[src/hdl/eeprom_prog_defines.svh]
// Summary of operation
// - Divider makes eeprom control clock, 393 KHz nominal
// - Bus clock at least four times control clock
// - Control clock leaves block, re-enters separately
// - Enable output follows serial enable bit D07
// - Enable turns on clock and data drivers
// - Wishbone slave, 32-bit port, 16-bit granularity
// - Every cycle ends with ACK_O only
// - Bus transactions synchronous to bus clock
// - Software registers live in bus clock domain
// - Handshake carries requests and results across domains
// - Slow state machine drives all eeprom signalling
// - Six instructions: five command bits plus wait
// - Four primitive steps per requested instruction
// - Bit counter loops steps across a byte
// - Either endianness accepted, single accesses only
// - Synchronous resets only, no asynchronous ones
`ifndef EEPROM_PROG_DEFINES_SVH
`define EEPROM_PROG_DEFINES_SVH

// ==========================================
// clocking
`define EE_BUS_CLK_HZ 125000000
`define EE_CTRL_CLK_HZ 393000
`define EE_HALF_DIV (`EE_BUS_CLK_HZ / (2 * `EE_CTRL_CLK_HZ))

// ==========================================
// register indices (word address bits [3:2])
`define EE_IDX_CMD 2'h0
`define EE_IDX_WDATA 2'h1
`define EE_IDX_RDATA 2'h2
`define EE_IDX_STATUS 2'h3

// ==========================================
// command register fields
`define EE_CMD_START 0
`define EE_CMD_STOP 1
`define EE_CMD_WRITE 2
`define EE_CMD_READ_ACK 3
`define EE_CMD_READ_NACK 4
`define EE_CMD_ENABLE 7
`define EE_CMD_BUSY 8

// ==========================================
// status register fields
`define EE_STAT_BUSY 0
`define EE_STAT_NACK 1

// ==========================================
// reset values and counter limits
`define EE_RST_ENABLE 1'b0
`define EE_RST_BYTE 8'h00
`define EE_LAST_STEP 2'h3
`define EE_LAST_BIT 3'h7

`endif

[src/hdl/eeprom_prog_pkg.sv]
`default_nettype none
package eeprom_prog_pkg;

  // instruction set of the slow machine
  typedef enum logic [2:0] {
    OP_WAIT = 3'h0,
    OP_START = 3'h1,
    OP_STOP = 3'h2,
    OP_WRITE = 3'h3,
    OP_READ_ACK = 3'h4,
    OP_READ_NACK = 3'h5
  } ee_op_t;

  // slow machine states
  typedef enum logic [2:0] {
    ST_WAIT = 3'h0,
    ST_START = 3'h1,
    ST_STOP = 3'h2,
    ST_SEND = 3'h3,
    ST_RECV = 3'h4,
    ST_ACK = 3'h5
  } ee_state_t;

endpackage

`default_nettype wire

[src/hdl/config_eeprom_programmer.sv]
`timescale 1ns/1ns
`default_nettype none
`include "eeprom_prog_defines.svh"

module config_eeprom_programmer
  import eeprom_prog_pkg::*;
#(
  parameter int HALF_DIV = `EE_HALF_DIV
) (
  // clock and reset
  input wire logic i_clk,
  input wire logic i_srst,
  // wishbone slave
  input wire logic i_wb_cyc,
  input wire logic i_wb_stb,
  input wire logic i_wb_we,
  input wire logic [3:0] i_wb_adr,
  input wire logic [1:0] i_wb_sel,
  input wire logic [31:0] i_wb_dat,
  output logic [31:0] o_wb_dat,
  output logic o_wb_ack,
  // control clock out and back in
  output logic o_eeprom_clock_out,
  input wire logic i_eeprom_clock_in,
  // eeprom pins
  output logic o_eeprom_enable_out,
  output logic o_eeprom_scl_out,
  output logic o_eeprom_scl_oe,
  input wire logic i_eeprom_sda_in,
  output logic o_eeprom_sda_out,
  output logic o_eeprom_sda_oe
);

  // ==========================================
  // clock divider

  // control clock made here, leaves and returns via top level
  eeprom_clk_div #(
    .HALF_DIV(HALF_DIV)
  ) u_div (
    .i_clk(i_clk),
    .i_srst(i_srst),
    .o_clk_div(o_eeprom_clock_out)
  );

  // ==========================================
  // input synchronisers

  logic ctrl_clk_s;
  logic sda_s;
  logic req_tgl_s;
  logic done_tgl_s;
  logic req_tgl_reg;
  logic done_tgl_reg;

  // returned clock, data pin and both handshake toggles
  eeprom_sync #(
    .WIDTH(4)
  ) u_sync (
    .i_clk(i_clk),
    .i_srst(i_srst),
    .i_async({i_eeprom_clock_in, i_eeprom_sda_in, req_tgl_reg, done_tgl_reg}),
    .o_sync({ctrl_clk_s, sda_s, req_tgl_s, done_tgl_s})
  );

  // ==========================================
  // bus side registers

  logic enable_reg;
  logic busy_reg;
  logic nack_reg;
  logic done_seen_reg;
  logic [7:0] wdata_reg;
  logic [7:0] rdata_reg;
  ee_op_t op_reg;

  // command decode, start has priority
  function automatic ee_op_t decode_cmd(input logic [4:0] bits);
    ee_op_t op;
    op = OP_WAIT;
    if (bits[`EE_CMD_START]) op = OP_START;
    else if (bits[`EE_CMD_STOP]) op = OP_STOP;
    else if (bits[`EE_CMD_WRITE]) op = OP_WRITE;
    else if (bits[`EE_CMD_READ_ACK]) op = OP_READ_ACK;
    else if (bits[`EE_CMD_READ_NACK]) op = OP_READ_NACK;
    return op;
  endfunction

  // access decode
  wire bus_req = i_wb_cyc & i_wb_stb & ~o_wb_ack;
  wire bus_wr = bus_req & i_wb_we;
  wire [1:0] idx = i_wb_adr[3:2];
  wire wr_lo = bus_wr & i_wb_sel[0];
  wire wr_hi = bus_wr & i_wb_sel[1];
  wire cmd_wr = wr_lo & (idx == `EE_IDX_CMD);
  wire wdata_wr = wr_lo & (idx == `EE_IDX_WDATA);
  wire [15:0] wr_half = i_wb_dat[15:0];
  wire ee_op_t new_op = decode_cmd(wr_half[4:0]);
  wire launch = cmd_wr & ~busy_reg & (new_op != OP_WAIT);
  wire done_evt = (done_tgl_s != done_seen_reg);

  // read mux, unused lanes and bits read zero
  logic [31:0] rd_mux;
  logic [7:0] ee_shift_reg;
  logic ee_nack_reg;
  always_comb begin
    rd_mux = 32'h0000_0000;
    unique case (idx)
      `EE_IDX_CMD: begin
        rd_mux[`EE_CMD_ENABLE] = enable_reg;
        rd_mux[`EE_CMD_BUSY] = busy_reg;
      end
      `EE_IDX_WDATA: rd_mux[7:0] = wdata_reg;
      `EE_IDX_RDATA: rd_mux[7:0] = rdata_reg;
      `EE_IDX_STATUS: begin
        rd_mux[`EE_STAT_BUSY] = busy_reg;
        rd_mux[`EE_STAT_NACK] = nack_reg;
      end
    endcase
  end

  // single-cycle ack, every access answered
  always_ff @(posedge i_clk) begin
    if (i_srst) begin
      o_wb_ack <= 1'b0;
      o_wb_dat <= 32'h0000_0000;
    end else begin
      o_wb_ack <= bus_req;
      o_wb_dat <= (bus_req & ~i_wb_we) ? rd_mux : 32'h0000_0000;
    end
  end

  // control registers; high half lane has no storage
  always_ff @(posedge i_clk) begin
    if (i_srst) begin
      enable_reg <= `EE_RST_ENABLE;
      wdata_reg <= `EE_RST_BYTE;
      op_reg <= OP_WAIT;
    end else begin
      if (cmd_wr) enable_reg <= wr_half[`EE_CMD_ENABLE];
      if (wdata_wr & ~busy_reg) wdata_reg <= wr_half[7:0];
      if (launch) op_reg <= new_op;
    end
  end

  // request toggle out, completion back in
  always_ff @(posedge i_clk) begin
    if (i_srst) begin
      req_tgl_reg <= 1'b0;
      busy_reg <= 1'b0;
      done_seen_reg <= 1'b0;
      rdata_reg <= `EE_RST_BYTE;
      nack_reg <= 1'b0;
    end else begin
      if (launch) begin
        req_tgl_reg <= ~req_tgl_reg;
        busy_reg <= 1'b1;
      end else if (done_evt) begin
        busy_reg <= 1'b0;
      end
      if (done_evt) begin
        done_seen_reg <= done_tgl_s;
        rdata_reg <= ee_shift_reg;
        nack_reg <= ee_nack_reg;
      end
    end
  end

  // ==========================================
  // slow eeprom machine

  logic ctrl_clk_d_reg;
  logic req_seen_reg;
  logic [1:0] step_reg;
  logic [2:0] bit_reg;
  logic scl_reg;
  logic sda_reg;
  logic sda_drive_reg;
  logic ack_drive_reg;
  logic ack_val_reg;
  ee_state_t state_reg;

  // one step per rising edge of returned clock
  wire tick = ctrl_clk_s & ~ctrl_clk_d_reg;
  wire req_evt = (req_tgl_s != req_seen_reg);
  wire last_step = (step_reg == `EE_LAST_STEP);
  wire last_bit = (bit_reg == 3'h0);

  always_ff @(posedge i_clk) begin
    if (i_srst) begin
      ctrl_clk_d_reg <= 1'b0;
    end else begin
      ctrl_clk_d_reg <= ctrl_clk_s;
    end
  end

  // instruction sequencer
  always_ff @(posedge i_clk) begin
    if (i_srst) begin
      state_reg <= ST_WAIT;
      step_reg <= 2'h0;
      bit_reg <= `EE_LAST_BIT;
      req_seen_reg <= 1'b0;
      done_tgl_reg <= 1'b0;
      scl_reg <= 1'b1;
      sda_reg <= 1'b1;
      sda_drive_reg <= 1'b1;
      ack_drive_reg <= 1'b0;
      ack_val_reg <= 1'b0;
      ee_shift_reg <= `EE_RST_BYTE;
      ee_nack_reg <= 1'b0;
    end else if (tick) begin
      step_reg <= step_reg + 2'h1;
      unique case (state_reg)
        ST_WAIT: begin
          step_reg <= 2'h0;
          bit_reg <= `EE_LAST_BIT;
          if (req_evt) begin
            req_seen_reg <= req_tgl_s;
            ee_shift_reg <= wdata_reg;
            ack_val_reg <= (op_reg == OP_READ_NACK);
            unique case (op_reg)
              OP_START: state_reg <= ST_START;
              OP_STOP: state_reg <= ST_STOP;
              OP_WRITE: state_reg <= ST_SEND;
              OP_READ_ACK, OP_READ_NACK: state_reg <= ST_RECV;
              default: state_reg <= ST_WAIT;
            endcase
          end
        end
        ST_START: begin
          unique case (step_reg)
            2'h0: begin
              sda_drive_reg <= 1'b1;
              sda_reg <= 1'b1;
            end
            2'h1: scl_reg <= 1'b1;
            2'h2: sda_reg <= 1'b0;
            2'h3: scl_reg <= 1'b0;
          endcase
        end
        ST_STOP: begin
          unique case (step_reg)
            2'h0: begin
              sda_drive_reg <= 1'b1;
              sda_reg <= 1'b0;
            end
            2'h1: scl_reg <= 1'b1;
            2'h2: sda_reg <= 1'b1;
            2'h3: scl_reg <= 1'b1;
          endcase
        end
        ST_SEND, ST_RECV: begin
          unique case (step_reg)
            2'h0: begin
              sda_drive_reg <= (state_reg == ST_SEND);
              sda_reg <= ee_shift_reg[7];
            end
            2'h1: scl_reg <= 1'b1;
            2'h2: if (state_reg == ST_RECV) ee_shift_reg <= {ee_shift_reg[6:0], sda_s};
            2'h3: begin
              scl_reg <= 1'b0;
              if (state_reg == ST_SEND) ee_shift_reg <= {ee_shift_reg[6:0], 1'b0};
              bit_reg <= bit_reg - 3'h1;
              if (last_bit) begin
                ack_drive_reg <= (state_reg == ST_RECV);
                state_reg <= ST_ACK;
              end
            end
          endcase
        end
        ST_ACK: begin
          unique case (step_reg)
            2'h0: begin
              sda_drive_reg <= ack_drive_reg;
              sda_reg <= ack_val_reg;
            end
            2'h1: scl_reg <= 1'b1;
            2'h2: if (!ack_drive_reg) ee_nack_reg <= sda_s;
            2'h3: scl_reg <= 1'b0;
          endcase
        end
        default: state_reg <= ST_WAIT;
      endcase
      // finished instruction reports back
      if (state_reg != ST_WAIT && last_step &&
          !(state_reg inside {ST_SEND, ST_RECV} && !last_bit)) begin
        if (state_reg != ST_ACK && (state_reg == ST_SEND || state_reg == ST_RECV)) begin
          state_reg <= ST_ACK;
        end else begin
          state_reg <= ST_WAIT;
          done_tgl_reg <= ~done_tgl_reg;
        end
      end
    end
  end

  // ==========================================
  // pin drivers

  // drivers enabled only while serial enable is set
  always_ff @(posedge i_clk) begin
    if (i_srst) begin
      o_eeprom_enable_out <= 1'b0;
      o_eeprom_scl_out <= 1'b1;
      o_eeprom_scl_oe <= 1'b0;
      o_eeprom_sda_out <= 1'b1;
      o_eeprom_sda_oe <= 1'b0;
    end else begin
      o_eeprom_enable_out <= enable_reg;
      o_eeprom_scl_out <= scl_reg;
      o_eeprom_scl_oe <= enable_reg;
      o_eeprom_sda_out <= sda_reg;
      o_eeprom_sda_oe <= enable_reg & sda_drive_reg;
    end
  end

endmodule

`default_nettype wire

[src/hdl/eeprom_sync.sv]
`timescale 1ns/1ns
`default_nettype none

module eeprom_sync #(
  parameter int WIDTH = 1
) (
  // clock and reset
  input wire logic i_clk,
  input wire logic i_srst,
  // signals
  input wire logic [WIDTH-1:0] i_async,
  output logic [WIDTH-1:0] o_sync
);

  logic [WIDTH-1:0] stage1_reg;

  // two flops, only the second is read outside
  always_ff @(posedge i_clk) begin
    if (i_srst) begin
      stage1_reg <= '0;
      o_sync <= '0;
    end else begin
      stage1_reg <= i_async;
      o_sync <= stage1_reg;
    end
  end

endmodule

`default_nettype wire

[src/hdl/eeprom_clk_div.sv]
`timescale 1ns/1ns
`default_nettype none

module eeprom_clk_div #(
  parameter int HALF_DIV = 159
) (
  // clock and reset
  input wire logic i_clk,
  input wire logic i_srst,
  // divided clock
  output logic o_clk_div
);

  logic [15:0] count_reg;
  wire wrap = (count_reg == 16'(HALF_DIV - 1));

  // toggle every half period
  always_ff @(posedge i_clk) begin
    if (i_srst) begin
      count_reg <= 16'h0000;
      o_clk_div <= 1'b0;
    end else if (wrap) begin
      count_reg <= 16'h0000;
      o_clk_div <= ~o_clk_div;
    end else begin
      count_reg <= count_reg + 16'h0001;
    end
  end

endmodule

`default_nettype wire

[config.mk]
export PLATFORM = sky130hd
export DESIGN_NAME = config_eeprom_programmer
export DESIGN_NICKNAME = d
export VERILOG_FILES = /design/src/hdl/eeprom_prog_pkg.sv /design/src/hdl/config_eeprom_programmer.sv /design/src/hdl/eeprom_sync.sv /design/src/hdl/eeprom_clk_div.sv
export VERILOG_INCLUDE_DIRS = /design/src /design/src/hdl
export SDC_FILE = /design/constraint.sdc
export NUM_CORES = 1
export LEC_CHECK = 0
export BUFFER_PORTS_ARGS = -buffer_cell sky130_fd_sc_hd__buf_2
export CAP_MARGIN = 5
export CORE_MARGIN = 5
export CORE_UTILIZATION = 50
export DETAILED_ROUTE_END_ITERATION = 8
export GPL_TIMING_DRIVEN = 0
export HOLD_SLACK_MARGIN = 0.06
export PLACE_DENSITY = 0.82
export SLEW_MARGIN = 40
export SYNTH_ARGS = -nofsm -noshare
export SYNTH_HDL_FRONTEND = slang
export SYNTH_HIERARCHICAL = 1
export SYNTH_SLANG_ARGS = --single-unit
[constraint.sdc]
create_clock -name i_clk -period 2.2 [get_ports i_clk]
set_input_delay 0.11 -clock i_clk [delete_from_list [all_inputs] [get_ports i_clk]]
set_output_delay 0.11 -clock i_clk [all_outputs]
set_load 0.01 [all_outputs]
==> reports/metrics.yaml, run 1 <==
max_slew_margin_pct: 47.1
ys_warn_count: 6
leakage_nw: 1.99
worst_hold_slack_ns: 0.0860
critPathMaxFanout: 8
first_iter_violations: 175
groute.usage.overall_pct: 18.4
wl_mm: 9.31
startpoint: "step_reg[0]"
globalRouteOverflowTotal: 0
cts_resized: 0
dp_hpwl_mm: 6.97
crit_type: "reg2reg"
power.density_nw_per_um2: 588
crit_buf_inv: 2
synth.distinct_cells: 69
gp_congestion: 0.935
rsz0062_at_grt: "no"
hold_violations: 0
cp-start-kind: "register"
slew_violations: 0
cts_buffer_depth: 2
via_per_inst: 5.31
antenna_cells: 0
crit_end: "ee_shift_reg[3]"
hold_class: "in2reg"
layout_common_cells: "dfxtp_1 (88), nor2_1 (54), nand2_1 (37)"
wire_per_inst_um: 14.3
r2r_cells: 7
worstMarginPinSlew_ns: 0.787
die_h_um: 102
r2r_start: "step_reg[0]"
drive_gt1_share_pct: 18.4
post-route-drc-count: 0
synth_area_per_cell_um2: 9.03
r2r_slack_ns: 0.20
status: "finished clean"
cts_root_buffer: "clkbuf_8"
cp_top_family: "flip-flops"
insertion_delay_ns: 0.35
core_region_area_um2: 8220
rows: 33
crit-reg2reg-capture: "ee_shift_reg[3]"
synth-edff-count: 0
setup-tns-final_ns: 0
final_area_um2: 4890
grt_max_degree: 16
cts_buffers: 9
start_util_pct: 51.5
timing.fmax_mhz: 501
cts_num_sinks: 88
grt_pass1_vias: 3343
min_period_ns: 2.00
grt_pass1_wl_mm: 15.3
cts_tree: "done"
crit_cells: 7
syn-cell-area_um2: 4230
async_reset_ff_share_pct: 0
dr.pass1.iters: 5
drv_cap: 0
fin_ws_ns: 0.204
postPlaceCellArea_um2: 4610
yosys_most_used_dff: "dfxtp_1"
io_buffers: 33
setup_viol: 0
post-place-ws_ns: 0.218
die_x_um: 102
syn_to_final_growth_pct: 15.6
fin_skew_ns: 0.0112
ctsHtreeMaxLevel: 3
cp_slowest_cell: "dfxtp_1"
cts.reportedPaths.clkPinSlew_ns: 0.09
layout_commonest_cell: "dfxtp_1"
ant_nets: 0
peakVddDrop_v: 0.000274
arrival_ns: 2.24
cp_data_required_time_ns: 2.44
critPathCaptureType: "register"
vias: 3465
largest_reg_flops: 16
fin_crit_sh_pct: 90.7
pin_count: 84
dieArea_um2: 10400
synth-seq-cells: 88
fin_nets: 602
nFillCells: 713
antenna_found_initial: 0
worstPathCellList: "inv_1 > ha_1 > and4bb_2 > a311oi_1 > a2111o_1 > buf_6 > mux2_4"
synth_cells: 468
max_stage_delay_ns: 0.39
yosysSeqAreaShare_pct: 41.7
==> stage by stage <==
stage,util [%],cells,power [mW]
after floorplan,-,490,1.77
after global placement,56.1,628,1.82
after detailed placement,56.1,628,1.82
after CTS,59.5,653,2.90
after global routing,59.5,653,3.00
final,59.5,653,2.87
==> layer usage <==
layer / up-vias / share of wire [%] / track usage (%) / routed length [um]
li1: 1728 / - / - / -
met1: 1625 / 44 / 22.7 / 4070
met2: 94 / 49 / 32.3 / 4600
met3: 18 / 4.8 / 2.87 / 447
met4: 0 / 2.1 / 7.37 / 197
met5: - / 0 / 0 / 0
==> logic make-up (layout without fill, tap and decap cells) <==
family,after synthesis,count (layout),synth area share (%)
other cells,1,23,0.0887
mux,24,24,6.27
buf+inv,60,118,8.02
simple gates,188,188,23.4
flops,88,88,41.7
xor+xnor,19,19,3.94
fa+ha+maj,14,14,4.14
compound gates,74,74,12.5
==> synthesized netlist by cell type, drive strengths merged, types with 2 or more instances <==
| cell | count | area [um2] |
|---|---|---|
| a211oi | 4 | 35.0 |
| a21oi | 26 | 134 |
| a222oi | 3 | 30.0 |
| a22oi | 5 | 37.5 |
| a311oi | 2 | 17.5 |
| and3 | 4 | 25.0 |
| and3b | 2 | 17.5 |
| and4 | 2 | 22.5 |
| buf | 35 | 244 |
| clkbuf | 10 | 38.8 |
| dfxtp | 88 | 1760 |
| ha | 14 | 175 |
| inv | 14 | 52.6 |
| mux2 | 5 | 75.1 |
| mux2i | 19 | 190 |
| nand2 | 38 | 145 |
| nand2b | 11 | 68.8 |
| nand3 | 15 | 75.1 |
| nand4 | 7 | 43.8 |
| nand4b | 2 | 17.5 |
| nor2 | 54 | 203 |
| nor2b | 20 | 125 |
| nor3 | 10 | 50.1 |
| nor3b | 6 | 50.1 |
| nor4 | 5 | 46.3 |
| o2111ai | 2 | 17.5 |
| o21ai | 9 | 45.0 |
| o221ai | 2 | 17.5 |
| o22a | 2 | 17.5 |
| o31ai | 2 | 15.0 |
| o32a | 2 | 20.0 |
| or2 | 3 | 18.8 |
| or3 | 2 | 12.5 |
| xnor2 | 11 | 96.3 |
| xor2 | 8 | 70.1 |
==> worst min-delay path by stage <==
stage	start	endpoint	slack, ns	cells after the start
5_1_grt	i_srst	u_sync/o_sync[2]	0.08	2
4_1_cts	i_srst	u_sync/o_sync[2]	0.08	2
3_3_place_gp	i_eeprom_clock_in	u_sync/stage1_reg[3]	0.32	2
3_5_place_dp	i_eeprom_clock_in	u_sync/stage1_reg[3]	0.33	2
2_1_floorplan	i_srst	u_sync/o_sync[0]	0.18	1
6_report	i_srst	u_sync/stage1_reg[3]	0.09	2
==> where the power goes <==
group	internal [mW]	switching, mW
Sequential	1.60	0.0132
Clock	0.487	0.583
Combinational	0.0793	0.105
==> area by class of cell <==
| class | instances | area (um2) | area share (%) |
|---|---|---|---|
| buffer | 45 | 283 | 5.78 |
| tap | 105 | 131 | 2.69 |
| inverter | 15 | 56.3 | 1.15 |
| multi-input combinational | 342 | 2210 | 45.2 |
| clock buffer | 12 | 155 | 3.17 |
| sequential | 88 | 1760 | 36.0 |
| clock inverter | 4 | 36.3 | 0.742 |
| timing repair buffer | 42 | 255 | 5.22 |
==> repair_timing <==
| action | in CTS | in global routing |
|---|---|---|
| buffers inserted | 0 | 0 |
| hold endpoints to repair | 10 | 0 |
| hold buffers | 9 | 0 |
No activity file was read; power rests on OpenSTA's default activity.
==> run 2, diff against run 1 <==
ABC_AREA = 1   (was not set)
PLACE_DENSITY = 0.81   (was 0.82)
==> reports/metrics.yaml, run 2 <==
status: "finished clean"
synth.distinct_cells: 39
synth_area_per_cell_um2: 7.20
synthSimpleGateAreaFrac_pct: 33.2
grt_max_degree: 16
critPathCaptureType: "register"
largest_reg_flops: 16
synth_top_area_share_pct: 39.4
hold_violations: 0
synthXorXnorAreaFrac_pct: 1.37
yosys_most_used_dff: "dfxtp_1"
post-cts-setup-buffers: 0
first_iter_violations: 292
syn_to_final_growth_pct: 15.8
dp_cells: 784
fin_nets: 758
r2r_slack_ns: 0.33
rows: 34
worstMarginPinSlew_ns: 0.603
power.density_nw_per_um2: 578
ys_warn_count: 6
fin_skew_ns: 0.0142
r2r_cells: 6
cts_buffers: 9
cts_num_sinks: 88
setup_viol: 0
min_period_ns: 1.87
dr.pass1.iters: 5
dp_hpwl_mm: 7.44
post-route-drc-count: 0
finish.utilization_pct: 59.4
yosysSeqAreaShare_pct: 39.4
die_h_um: 105
crit_buf_inv: 1
r2r_start: "o_wb_ack"
holdPathEnd: "wdata_reg[1]"
max_slew_margin_pct: 59.8
synth_commonest_cells: "nand2_1 (135), dfxtp_1 (88), nor2_1 (82), inv_1 (72), nand3_1 (51)"
fin_crit_sh_pct: 85.2
antenna_found_initial: 0
startpoint: "o_wb_ack"
via_per_inst: 5.14
synth-edff-count: 0
synthMuxAreaShare_pct: 0
cts_tree: "done"
ctsHtreeMaxLevel: 3
start_util_pct: 51.2
groute.usage.overall_pct: 18.8
worst_hold_slack_ns: 0.0579
gp_congestion: 0.890
cts_resized: 0
rsz0062_at_grt: "no"
cp_top_family: "simple AND/OR/NAND/NOR gates"
grt_pass1_wl_mm: 17.5
worstPathCellList: "nand3b_1 > dlygate4sd3_1 > nor2_1 > nand2_1 > or2_2 > a31oi_1"
hold_class: "in2reg"
dieArea_um2: 10900
pin_count: 84
fin_cells: 812
layout_common_cells: "nand2_1 (135), dfxtp_1 (88), nor2_1 (82)"
synth_cells: 621
cp_data_required_time_ns: 2.50
cts.reportedPaths.clkPinSlew_ns: 0.09
synthAdderAreaFrac_pct: 3.92
nFillCells: 756
cts_buffer_depth: 2
async_reset_ff_share_pct: 0
cts_root_buffer: "clkbuf_8"
leakage_nw: 2.30
io_buffers: 33
synth_top_area_cell: "dfxtp_1"
die_x_um: 105
setup-tns-final_ns: 0
min_from: "i_wb_dat[1]"
cp-start-kind: "register"
synth.most_common_cell: "nand2_1"
arrival_ns: 2.17
insertion_delay_ns: 0.37
grt_pass1_vias: 3960
syn-cell-area_um2: 4470
wire_per_inst_um: 12.6
ant_nets: 0
antenna_cells: 0
drv_cap: 0
synth-seq-cells: 88
globalRouteOverflowTotal: 0
cp_slowest_cell: "dlygate4sd3_1"
yosys-top-cells-area: "dfxtp_1 (39%), nand2_1 (11%), nor2_1 (6.9%)"
worstHoldPathCells: 3
synth-compound-area-share_pct: 8.31
peakVddDrop_v: 0.000353
slew_violations: 0
max_stage_delay_ns: 0.57
vias: 4174
crit-reg2reg-capture: "o_wb_dat[1]"
crit_type: "reg2reg"
core_region_area_um2: 8720
timing.fmax_mhz: 533
synth_top_family_by_area: "simple AND/OR/NAND/NOR gates"
layout_commonest_cell: "nand2_1"
hold_buffers: 12
wl_mm: 10.2
drive_gt1_share_pct: 17.9
critPathMaxFanout: 3
==> run 2: changes by cell type after synthesis, sizes merged, moves of 9 or more <==
cell    before  now
mux2i       19    0
nand2       38  146
o21ai        9   20
nand3       15   54
nand2b      11    0
nand3b       1   10
inv         14   76
a21oi       26   44
nor2        54   97
nor2b       20    0
==> run 2: logic make-up after synthesis <==
family	count (synthesis)
buffers and inverters	119
DFF	88
and+or+nand+nor	322
other	1
AOI/OAI and AO/OA	70
xor gates and xnor gates	7
adders and majority gates	14
==> run 2: through the flow <==
step | instance area, um2 | worst slack, ns | power, mW
after floorplan | 4550 | 0.853 | 1.80
after global placement | 4850 | 0.591 | 1.84
after detailed placement | 4850 | 0.543 | 1.85
after CTS | 5180 | 0.355 | 2.99
after global routing | 5180 | 0.187 | 3.10
final | 5180 | 0.325 | 2.99
==> run 2: report_power, final <==
part           internal [mW]  switching [mW]  leakage [nW]
clock                  0.564           0.592         0.100
combinational         0.0934           0.122          1.49
sequential              1.61          0.0139         0.711
==> run 2: area by class of cell <==
class	count	area, um2	area share, %
buffer	42	314	6.07
clock inverter	5	63.8	1.23
sequential	88	1760	34.0
tap	108	135	2.61
multi-input combinational	436	2180	42.1
inverter	77	297	5.73
timing repair buffer	45	285	5.51
clock buffer	11	141	2.73
==> run 2: routing by layer <==
layer | vias up | wire length, um | part of all wire, % | track usage [%]
li1 | 2067 | - | - | -
met1 | 1927 | 4370 | 43 | 23.5
met2 | 162 | 5020 | 49 | 32.3
met3 | 18 | 704 | 6.9 | 4.32
met4 | 0 | 114 | 1.1 | 5.27
met5 | - | 0 | 0 | 0
==> run 2: worst max-delay path by stage <==
| stage | end | slack, ns | depth (start not counted) |
|---|---|---|---|
| finish | o_wb_dat[1] | 0.33 | 6 |
| detailed placement | wdata_reg[6] | 0.54 | 8 |
| CTS | o_wb_dat[1] | 0.36 | 6 |
| global route | o_wb_dat[1] | 0.19 | 6 |
| floorplan | state_reg[2] | 0.85 | 10 |
| global placement | wdata_reg[6] | 0.59 | 8 |
==> run 2: worst register-to-register path, cell delays in order (launching register included) <==
cell           delay, ns
dfxtp_1             0.32
nand3b_1            0.17
dlygate4sd3_1       0.57
nor2_1              0.18
nand2_1             0.12
or2_2               0.30
a31oi_1             0.15
==> run 3, diff against run 2 <==
CTS_BUF_LIST = sky130_fd_sc_hd__clkbuf_4   (was not set)
RECOVER_POWER = 25   (was not set)
==> reports/metrics.yaml, run 3 (synthesis results as in run 2) <==
leakage_nw: 2.24
start_util_pct: 51.2
hold_violations: 0
wire_per_inst_um: 12.3
peakVddDrop_v: 0.000362
p_comb_share_pct: 8.0
setup-tns-final_ns: 0
die_h_um: 105
timing.fmax_mhz: 508
cts_num_sinks: 88
ant_nets: 0
via_per_inst: 5.10
ctsHtreeMaxLevel: 3
multi_input_area_um2: 2180
critPathCaptureType: "register"
worstMarginPinSlew_ns: 0.572
critPathMaxFanout: 18
first_iter_violations: 247
antenna_cells: 0
grt_max_degree: 16
die_x_um: 105
insertion_delay_ns: 0.45
gp_congestion: 0.890
drive_gt1_share_pct: 15.4
layout_commonest_cell: "nand2_1"
status: "finished clean"
cts_resized: 0
grt_pass1_wl_mm: 17.4
arrival_ns: 2.32
worst_hold_slack_ns: 0.161
finish.utilization_pct: 59.1
post-cts-setup-buffers: 0
cts_buffers: 9
finalPower_mw: 2.77
fin_nets: 764
p_int_mw: 2.07
cts_tree: "done"
nFillCells: 761
hold_class: "in2reg"
groute.usage.overall_pct: 18.8
layout_common_cells: "nand2_1 (135), dfxtp_1 (88), nor2_1 (82)"
antenna_found_initial: 0
cts.reportedPaths.clkPinSlew_ns: 0.14
globalRouteOverflowTotal: 0
slew_violations: 0
seq_power_share_pct: 58.7
wl_mm: 10.1
dr.pass1.iters: 5
crit_type: "in2reg"
clockPowerShare_pct: 33.3
core_region_area_um2: 8720
max_slew_margin_pct: 61.9
grt_pass1_vias: 3968
pin_count: 84
regArea_um2: 1760
setup_viol: 0
cp-start-kind: "primary input"
syn_to_final_growth_pct: 15.3
min_period_ns: 1.97
cts_buffer_depth: 2
largest_reg_flops: 16
rsz0062_at_grt: "no"
fin_skew_ns: 0.0161
rows: 34
cts_root_buffer: "clkbuf_4"
post-route-drc-count: 0
dp_hpwl_mm: 7.44
swShare_pct: 25.1
dieArea_um2: 10900
cp_data_required_time_ns: 2.55
p_switching_mw: 0.694
io_buffers: 33
vias: 4174
power.density_nw_per_um2: 537
drv_cap: 0
fin_crit_sh_pct: 89.5
## run 3: cell types whose count changed in the layout (fill, tap and decap cells not counted), sizes merged
cell         before  now
buf              73   56
clkbuf           13   28
dlygate4sd3      12   19
clkinv            3    4
## run 3: cell type report
cell class	instances	area share [%]
Tap cell	108	2.62
Clock inverter	6	1.31
Buffer	41	5.88
Timing Repair Buffer	52	6.51
Sequential cell	88	34.2
Multi-Input combinational cell	436	42.3
Clock buffer	10	1.46
Inverter	77	5.75
## run 3: path summary, 6_finish.rpt
| path | cells after the start | slack [ns] | from | endpoint |
|---|---|---|---|---|
| worst max-delay path | 7 | 0.23 | i_srst | enable_reg |
| worst min-delay path | 4 | 0.16 | i_wb_adr[2] | o_wb_dat[0] |
| worst max register to register | 6 | 0.31 | o_wb_ack | o_wb_dat[1] |
| worst min register to register | 2 | 0.41 | u_sync/stage1_reg[1] | u_sync/o_sync[1] |
## run 3: power by group through the flow
stage	clock network [mW]	registers [mW]	logic [mW]
final	0.921	1.62	0.221
after global placement	0	1.66	0.187
after global routing	1.02	1.63	0.247
after floorplan	0	1.66	0.145
after detailed placement	0	1.66	0.193
after CTS	0.941	1.62	0.218
## run 3: what timing repair did
| action | in CTS | in global routing |
|---|---|---|
| hold buffers | 19 | 0 |
| endpoints found under the hold margin | 33 | 0 |
| setup endpoints to repair | 0 | 1 |
## run 3: critical path: stages
cell           delay, ns
dlygate4sd3_1       0.52
buf_2               0.12
buf_2               0.25
clkinv_1            0.44
o21ai_0             0.25
a21oi_1             0.07
dlygate4sd3_1       0.55
## run 3: through the flow
stage | setup slack, ns | cell area [um2] | instances
final | 0.231 | 5150 | 818
after global routing | 0.0343 | 5150 | 818
after CTS | 0.196 | 5180 | 819
after detailed placement | 0.543 | 4850 | 784
after global placement | 0.591 | 4850 | 784
after floorplan | 0.853 | 4550 | 643
## run 3: routing by layer
metal / vias to the layer above / share of wire, % / track usage (%)
li1: 2076 / - / -
met1: 1925 / 42 / 24.0
met2: 153 / 49 / 31.5
met3: 20 / 7.8 / 4.07
met4: 0 / 1.5 / 6.66
met5: - / 0 / 0
